[src/vstp_defs.svh]
// Behaviour
// - both streams use the video stream handshake; control port uses the lite handshake.
// - output valid stops once buffering drains while input valid is withheld.
// - input ready stays low once buffering is full while output ready is withheld.
// - each transfer moves one, two or four pixels as built.
// - after each line and frame end, input ready is low seventeen cycles: seven of flush, then ten of gap.
// - per-line overhead is seventeen cycles with an always-valid source.
// - control port always present; stream input is a build option.
// - one-bit interrupt output exists, carries nothing, reserved.
// - one clock and one reset drive the core and all interfaces.
// - all stream and control inputs sampled on the rising clock edge.
// - stream outputs come from registers clocked on the rising edge.
// - reset is active low, synchronous, acting at the next rising edge.
// - user marks first pixel of a frame; last marks final pixel of a line.
// - data words are whole bytes, unused upper bits zero.
`ifndef VSTP_DEFS_SVH
`define VSTP_DEFS_SVH
`define VSTP_FLUSH_CYC 5'h07
`define VSTP_LINE_OVH 5'h11
`define VSTP_FIFO_DEPTH 8
`define VSTP_COLS 1920
`define VSTP_ROWS 1080
`define VSTP_PPC 1
`define VSTP_BPC 8
`define VSTP_NCOMP 3
`define VSTP_CTRL_AW 8
`define VSTP_RESP_OKAY 2'h0
`define VSTP_CNT_W 5
`endif

[src/vstp_pkg.sv]
package vstp_pkg;
    typedef enum logic [1:0] {
        VSTP_RUN = 2'h0,
        VSTP_FLUSH = 2'h1,
        VSTP_GAP = 2'h2
    } vstp_state_t;
endpackage : vstp_pkg

[src/vstp_strm_if.sv]
`timescale 1ns/1ps
interface vstp_strm_if #(parameter int WIDTH = 26);
    logic [WIDTH-1:0] data;
    logic valid;
    logic ready;
    modport src (output data, output valid, input ready);
    modport snk (input data, input valid, output ready);
endinterface : vstp_strm_if

[src/vstp_fifo.sv]
`timescale 1ns/1ps
module vstp_fifo #(
    parameter int WIDTH = 26,
    parameter int DEPTH = 8,
    parameter int AW = $clog2(DEPTH),
    parameter int CW = $clog2(DEPTH + 1)
) (
    input wire logic clk_sys,
    input wire logic core_reset_low,
    vstp_strm_if.snk wr,
    vstp_strm_if.src rd,
    output logic [CW-1:0] level
);
    logic [AW-1:0] wr_ptr_ff;
    logic [AW-1:0] rd_ptr_ff;
    logic [CW-1:0] count_ff;
    logic fresh_ff;
    logic push;
    logic pop;
    logic [AW-1:0] raddr;

    // full stalls the source side
    assign wr.ready = (count_ff != CW'(DEPTH));
    assign push = wr.valid && wr.ready;
    // read register lags a write to the same word by one cycle
    assign rd.valid = (count_ff != '0) && fresh_ff;
    assign pop = rd.valid && rd.ready;
    assign raddr = pop ? AW'(rd_ptr_ff + 1'b1) : rd_ptr_ff;
    assign level = count_ff;

    always_ff @(posedge clk_sys) begin
        if (!core_reset_low) begin
            wr_ptr_ff <= '0;
            rd_ptr_ff <= '0;
            count_ff <= '0;
            fresh_ff <= 1'b0;
        end else begin
            if (push) begin
                wr_ptr_ff <= AW'(wr_ptr_ff + 1'b1);
            end
            rd_ptr_ff <= raddr;
            count_ff <= CW'(count_ff + CW'(push) - CW'(pop));
            fresh_ff <= !(push && (wr_ptr_ff == raddr));
        end
    end

    vstp_mem #(.WIDTH(WIDTH), .DEPTH(DEPTH), .AW(AW)) u_mem (
        .clk_sys(clk_sys),
        .we(push),
        .waddr(wr_ptr_ff),
        .wdata(wr.data),
        .raddr(raddr),
        .rdata_ff(rd.data)
    );
endmodule : vstp_fifo

[src/vstp_mem.sv]
`timescale 1ns/1ps
module vstp_mem #(
    parameter int WIDTH = 26,
    parameter int DEPTH = 8,
    parameter int AW = 3
) (
    input wire logic clk_sys,
    input wire logic we,
    input wire logic [AW-1:0] waddr,
    input wire logic [WIDTH-1:0] wdata,
    input wire logic [AW-1:0] raddr,
    output logic [WIDTH-1:0] rdata_ff
);
    logic [WIDTH-1:0] mem [DEPTH];

    always_ff @(posedge clk_sys) begin
        if (we) begin
            mem[waddr] <= wdata;
        end
    end

    always_ff @(posedge clk_sys) begin
        rdata_ff <= mem[raddr];
    end
endmodule : vstp_mem

[src/vstp_top.sv]
`timescale 1ns/1ps
`include "vstp_defs.svh"
module vstp_top
    import vstp_pkg::*;
#(
    parameter int PPC = `VSTP_PPC,
    parameter int BPC = `VSTP_BPC,
    parameter int NCOMP = `VSTP_NCOMP,
    parameter int HAS_S_IN = 1,
    parameter int COLS = `VSTP_COLS,
    parameter int ROWS = `VSTP_ROWS,
    parameter int FIFO_DEPTH = `VSTP_FIFO_DEPTH,
    parameter int CAW = `VSTP_CTRL_AW,
    parameter int PW = BPC * NCOMP * PPC,
    parameter int TDW = ((PW + 7) / 8) * 8
) (
    input wire logic clk_sys,
    input wire logic core_reset_low,
    input wire logic [TDW-1:0] s_axis_video_tdata,
    input wire logic s_axis_video_tvalid,
    output logic s_axis_video_tready,
    input wire logic s_axis_video_tuser,
    input wire logic s_axis_video_tlast,
    output logic [TDW-1:0] m_axis_video_tdata,
    output logic m_axis_video_tvalid,
    input wire logic m_axis_video_tready,
    output logic m_axis_video_tuser,
    output logic m_axis_video_tlast,
    input wire logic [CAW-1:0] s_axi_ctrl_awaddr,
    input wire logic s_axi_ctrl_awvalid,
    output logic s_axi_ctrl_awready,
    input wire logic [31:0] s_axi_ctrl_wdata,
    input wire logic [3:0] s_axi_ctrl_wstrb,
    input wire logic s_axi_ctrl_wvalid,
    output logic s_axi_ctrl_wready,
    output logic [1:0] s_axi_ctrl_bresp,
    output logic s_axi_ctrl_bvalid,
    input wire logic s_axi_ctrl_bready,
    input wire logic [CAW-1:0] s_axi_ctrl_araddr,
    input wire logic s_axi_ctrl_arvalid,
    output logic s_axi_ctrl_arready,
    output logic [31:0] s_axi_ctrl_rdata,
    output logic [1:0] s_axi_ctrl_rresp,
    output logic s_axi_ctrl_rvalid,
    input wire logic s_axi_ctrl_rready,
    output logic interrupt
);
    // ********************************
    // constants
    // ********************************
    localparam int FW = TDW + 2;
    localparam int CW = $clog2(FIFO_DEPTH + 1);
    localparam int COLW = $clog2(COLS + 1);
    localparam int ROWW = $clog2(ROWS + 1);
    localparam logic [TDW-1:0] PAD_MASK = {TDW{1'b1}} >> (TDW - PW);
    localparam logic [`VSTP_CNT_W-1:0] FLUSH_LAST = `VSTP_FLUSH_CYC - 5'h01;
    localparam logic [`VSTP_CNT_W-1:0] GAP_LAST = `VSTP_LINE_OVH - `VSTP_FLUSH_CYC - 5'h01;
    localparam logic [COLW-1:0] BEATS_LAST = COLW'(COLS / PPC - 1);
    localparam logic [ROWW-1:0] ROWS_LAST = ROWW'(ROWS - 1);

    // ********************************
    // source selection
    // ********************************
    logic [TDW-1:0] src_data;
    logic src_valid;
    logic src_user;
    logic src_last;
    logic src_fire;
    logic in_ready;
    logic [CW-1:0] fifo_level;
    vstp_state_t st_ff;
    vstp_state_t nxt_st;
    logic [`VSTP_CNT_W-1:0] cnt_ff;
    logic [`VSTP_CNT_W-1:0] nxt_cnt;

    vstp_strm_if #(.WIDTH(FW)) fifo_in ();
    vstp_strm_if #(.WIDTH(FW)) fifo_out ();

    // flush and line gap block intake
    assign in_ready = (st_ff == VSTP_RUN) && fifo_in.ready;
    assign src_fire = src_valid && in_ready;

    generate
        if (HAS_S_IN != 0) begin : g_s_in
            // inputs taken at the rising edge of the one core clock
            assign src_data = s_axis_video_tdata & PAD_MASK;
            assign src_valid = s_axis_video_tvalid;
            assign src_user = s_axis_video_tuser;
            assign src_last = s_axis_video_tlast;
            assign s_axis_video_tready = in_ready;
        end else begin : g_no_s_in
            // internal always-valid blank source when input is not built
            logic [COLW-1:0] col_ff;
            logic [ROWW-1:0] row_ff;

            always_ff @(posedge clk_sys) begin
                if (!core_reset_low) begin
                    col_ff <= '0;
                    row_ff <= '0;
                end else if (src_fire) begin
                    if (col_ff == BEATS_LAST) begin
                        col_ff <= '0;
                        row_ff <= (row_ff == ROWS_LAST) ? '0 : ROWW'(row_ff + 1'b1);
                    end else begin
                        col_ff <= COLW'(col_ff + 1'b1);
                    end
                end
            end

            assign src_data = '0;
            assign src_valid = 1'b1;
            assign src_user = (col_ff == '0) && (row_ff == '0);
            assign src_last = (col_ff == BEATS_LAST);
            assign s_axis_video_tready = 1'b0;
        end
    endgenerate

    // each beat holds PPC pixels side by side
    assign fifo_in.data = {src_user, src_last, src_data};
    assign fifo_in.valid = src_valid && (st_ff == VSTP_RUN);

    // ********************************
    // line end flush and gap
    // ********************************
    always_comb begin
        nxt_st = st_ff;
        nxt_cnt = cnt_ff;
        case (st_ff)
            VSTP_RUN: begin
                if (src_fire && src_last) begin
                    nxt_st = VSTP_FLUSH;
                    nxt_cnt = FLUSH_LAST;
                end
            end
            VSTP_FLUSH: begin
                if (cnt_ff == '0) begin
                    nxt_st = VSTP_GAP;
                    nxt_cnt = GAP_LAST;
                end else begin
                    nxt_cnt = cnt_ff - 5'h01;
                end
            end
            VSTP_GAP: begin
                if (cnt_ff == '0) begin
                    nxt_st = VSTP_RUN;
                end else begin
                    nxt_cnt = cnt_ff - 5'h01;
                end
            end
            default: begin
                nxt_st = VSTP_RUN;
                nxt_cnt = '0;
            end
        endcase
    end

    always_ff @(posedge clk_sys) begin
        if (!core_reset_low) begin
            st_ff <= VSTP_RUN;
            cnt_ff <= '0;
        end else begin
            st_ff <= nxt_st;
            cnt_ff <= nxt_cnt;
        end
    end

    // ********************************
    // eight word buffer
    // ********************************
    vstp_fifo #(.WIDTH(FW), .DEPTH(FIFO_DEPTH)) u_fifo (
        .clk_sys(clk_sys),
        .core_reset_low(core_reset_low),
        .wr(fifo_in.snk),
        .rd(fifo_out.src),
        .level(fifo_level)
    );

    // ********************************
    // registered output stage
    // ********************************
    assign fifo_out.ready = !m_axis_video_tvalid || m_axis_video_tready;

    always_ff @(posedge clk_sys) begin
        if (!core_reset_low) begin
            m_axis_video_tvalid <= 1'b0;
        end else if (fifo_out.ready) begin
            m_axis_video_tvalid <= fifo_out.valid;
        end
    end

    always_ff @(posedge clk_sys) begin
        if (!core_reset_low) begin
            m_axis_video_tdata <= '0;
            m_axis_video_tuser <= 1'b0;
            m_axis_video_tlast <= 1'b0;
        end else if (fifo_out.ready && fifo_out.valid) begin
            m_axis_video_tdata <= fifo_out.data[TDW-1:0] & PAD_MASK;
            m_axis_video_tlast <= fifo_out.data[TDW];
            m_axis_video_tuser <= fifo_out.data[TDW+1];
        end
    end

    // ********************************
    // control port
    // ********************************
    // no software registers: writes acknowledged, reads return zero
    assign s_axi_ctrl_awready = s_axi_ctrl_awvalid && s_axi_ctrl_wvalid && !s_axi_ctrl_bvalid;
    assign s_axi_ctrl_wready = s_axi_ctrl_awready;
    assign s_axi_ctrl_arready = !s_axi_ctrl_rvalid;
    assign s_axi_ctrl_bresp = `VSTP_RESP_OKAY;
    assign s_axi_ctrl_rresp = `VSTP_RESP_OKAY;
    assign s_axi_ctrl_rdata = 32'h0000_0000;

    always_ff @(posedge clk_sys) begin
        if (!core_reset_low) begin
            s_axi_ctrl_bvalid <= 1'b0;
        end else if (s_axi_ctrl_awready) begin
            s_axi_ctrl_bvalid <= 1'b1;
        end else if (s_axi_ctrl_bready) begin
            s_axi_ctrl_bvalid <= 1'b0;
        end
    end

    always_ff @(posedge clk_sys) begin
        if (!core_reset_low) begin
            s_axi_ctrl_rvalid <= 1'b0;
        end else if (s_axi_ctrl_arvalid && s_axi_ctrl_arready) begin
            s_axi_ctrl_rvalid <= 1'b1;
        end else if (s_axi_ctrl_rready) begin
            s_axi_ctrl_rvalid <= 1'b0;
        end
    end

    // reserved request line, never raised
    assign interrupt = 1'b0;
endmodule : vstp_top
[config.mk]
export PLATFORM = sky130hd
export DESIGN_NAME = vstp_top
export DESIGN_NICKNAME = d
export VERILOG_FILES = /design/src/vstp_pkg.sv /design/src/vstp_strm_if.sv /design/src/vstp_fifo.sv /design/src/vstp_mem.sv /design/src/vstp_top.sv
export VERILOG_INCLUDE_DIRS = /design/src
export SDC_FILE = /design/constraint.sdc
export NUM_CORES = 1
export LEC_CHECK = 0
export ABC_CLOCK_PERIOD_IN_PS = 4900
export BUFFER_PORTS_ARGS = -buffer_cell sky130_fd_sc_hd__buf_2
export CORE_MARGIN = 4
export CORE_UTILIZATION = 29
export DETAILED_ROUTE_END_ITERATION = 10
export SLEW_MARGIN = 30
export SYNTH_ARGS = -nofsm -noshare
export SYNTH_HDL_FRONTEND = slang
export SYNTH_SLANG_ARGS = --single-unit
[constraint.sdc]
create_clock -name clk_sys -period 4.9 [get_ports clk_sys]
set_clock_uncertainty 0.1 [all_clocks]
set_input_delay 0.735 -clock clk_sys [delete_from_list [all_inputs] [get_ports clk_sys]]
set_output_delay 0.735 -clock clk_sys [all_outputs]
set_load 0.05 [all_outputs]
==> run metrics <==
Cell variety after synth=51; chip width=214.0 µm; multi-input logic area=4228 µm²; VDD IR max=0.2927 mV; Slowest cell on crit path=or3b_4; antenna violations before repair=3; area of the core=41950 µm²; initial DRC count=426; Worst Hold Class=in2reg; Async S/R FF share, synth=0%; crit-path most repeated cell=ha_1; RSZ-0062 raised after global routing=false; WL/cell=19.35 µm; Tcrit/Tclk final=57.37%; CTS tree=built; Leak=4.688 nW; gr ovfl total=0; RR Endpoint=u_fifo.level[2]; vias in the first global route=6566; Pwr Density=568.7 nW/µm²; sequential area share after synthesis=62.61%; Yosys warnings=0; CP Capture Type=flop; Syn-to-layout area delta=15.38%; clock tree buffer depth=3; initial core utilization=29.35%; CP required=5210 ps; CP startpoint kind=flop; CTS Root Cell=clkbuf_16; first-pass GRT wire length=39810 µm; Final setup viols=0; Residual DRC=0; Critical Path AT=3120 ps; Post-Syn Instances=697; mapped cell area=12310 µm²; Worst R2R Setup Slack=2090 ps; hold_sp=s_axi_ctrl_rready; critical path, cell by cell=inv_1 > ha_1 > or3b_4 > nand3_4 > inv_2 > ha_1 > inv_1 > ha_1 > fa_1 > xnor2_1 > nor2_1; max_cap viols=0; fillers=3930; Most used DFF post-synth=edfxtp_1; sequential cell area=7715 µm²; syn_area_per_cell=17.66 µm²; FF-to-FF Start=u_fifo.level[2]; fmax=0.3557 GHz; all-layer global routing usage=11.02%; ANT nets after route=0; final WL=25770 µm; Via Count=6378; # port buffers=67; worst path bufs/invs=3; CTS Buf Count=31; CTS resizes=0; final hold vios=0; final RePlAce weighted congestion=0.7025; Tot Pwr=0.008076 W; Hold Crit Depth=2; TritonRoute pass-1 iters=4; total negative slack=0 ps; Rel. slew slack=41.67%; Ports=157; dpl ws=1883 ps; share of layout cells above drive strength 1=35.48%; Hold Buf Count CTS=0; commonest non-fill, non-tap cell in the layout=edfxtp_1; minimum clock period=2811 ps; Worst Max-Slew Pin Slew=874.9 ps; CP max stage delay=410 ps; DP Wirelength=14750 µm; crit path kind=reg2reg; CP delay by family, top=adder cells; worst hold endpoint=s_axi_ctrl_rvalid; most frequent cells in the layout=208 x edfxtp_1, 130 x mux4_2, 71 x dfxtp_1; setup bufs post-CTS=0; worst skew pair latency=560 ps; vias per inst=4.788; FF-to-FF path depth=11; Final Max Tran Viols=0; DIE HEIGHT=214.0 µm; largest net degree at the start of global routing=56; fin nets=864; number of synthesized flops with an enable pin=208; Placement Rows=75; clock sinks=281; status=completed; H-tree Lvls=1; synthesized flop and latch total=281; die area=45810 µm²; post-route setup slack=2089 ps; CP max FO=28; clk slew on worst S/H paths=60 ps
## registers in the layout (all words and copies together), names as in the netlist
register	flops
s_axi_ctrl_rvalid	1
s_axi_ctrl_bvalid	1
u_fifo.rd_ptr_ff	3
u_fifo.wr_ptr_ff	3
u_fifo.fresh_ff	1
st_ff	2
m_axis_video_tvalid	1
m_axis_video_tlast	1
m_axis_video_tuser	1
m_axis_video_tdata	24
u_fifo.u_mem.rdata_ff	26
cnt_ff	5
u_fifo.u_mem.mem	208
u_fifo.level	4
## power breakdown
part	switching, W	internal, W
registers	0.000248	0.00291
clock network	0.000920	0.00140
logic	0.00133	0.00127
## layout make-up
type	instances	area share [%]
Antenna cell	1	0.01762
Inverter	15	0.3964
Clock inverter	13	0.8898
Sequential cell	281	54.32
Clock buffer	45	6.475
Tap cell	539	4.748
Multi-Input combinational cell	356	29.77
Timing Repair Buffer	82	3.383
## worst max path at each step
stage / startpoint / end / slack, ps / depth (start not counted)
4_1_cts: u_fifo.level[2] / u_fifo.u_mem.mem[1][15] / 2030 / 9
3_3_place_gp: m_axis_video_tready / u_fifo.level[2] / 1890 / 10
5_1_grt: u_fifo.level[2] / u_fifo.level[2] / 1800 / 11
2_1_floorplan: u_fifo.level[2] / u_fifo.u_mem.mem[1][0] / 90 / 8
6_report: u_fifo.level[2] / u_fifo.level[2] / 2090 / 11
3_5_place_dp: m_axis_video_tready / u_fifo.level[2] / 1880 / 10
## cell families (layout without fill, tap and decap cells)
logic type,Yosys count,in the layout,synth area share (%)
flops,281,281,62.61
mux,131,131,23.87
simple gates,112,112,4.269
buf+inv,96,155,4.584
compound gates,56,56,2.582
fa+ha+maj,10,10,1.077
xor+xnor,10,10,0.9758
other cells,1,38,0.03046
## metrics by stage
step                      hold WS, ps  cells  instance area (µm²)  util [%]
after floorplan                 314.9    733                12450         -
final                           266.6   1332                14200     33.86
after CTS                       241.5   1330                14170     33.79
after global routing            255.9   1331                14200     33.85
after global placement          325.8   1272                13130     31.29
after detailed placement        328.4   1272                13130     31.29
## metal layers
layer | up-vias | track usage (%) | routed length [µm]
li1 | 2858 | - | -
met1 | 3319 | 13.76 | 10730
met2 | 159 | 19.63 | 13130
met3 | 40 | 2.381 | 1390
met4 | 2 | 2.658 | 511
met5 | - | 0 | 8
## synth_stat cells, types with 4 or more instances
cell      number  area [µm²]
inv_1         14       52.55
buf_4         38       285.3
o21ai_0        4       20.02
nor3_1         8       40.04
nand2_1       61       229.0
mux4_2       130        2928
ha_1           9       112.6
clkbuf_1      20       75.07
dfxtp_1       73        1461
nand2b_1       6       37.54
nor2_1        18       67.56
edfxtp_1     208        6246
a21oi_1       39       195.2
buf_2         18       90.09
xnor2_1        7       61.31
(Power assumes the default switching activity.)
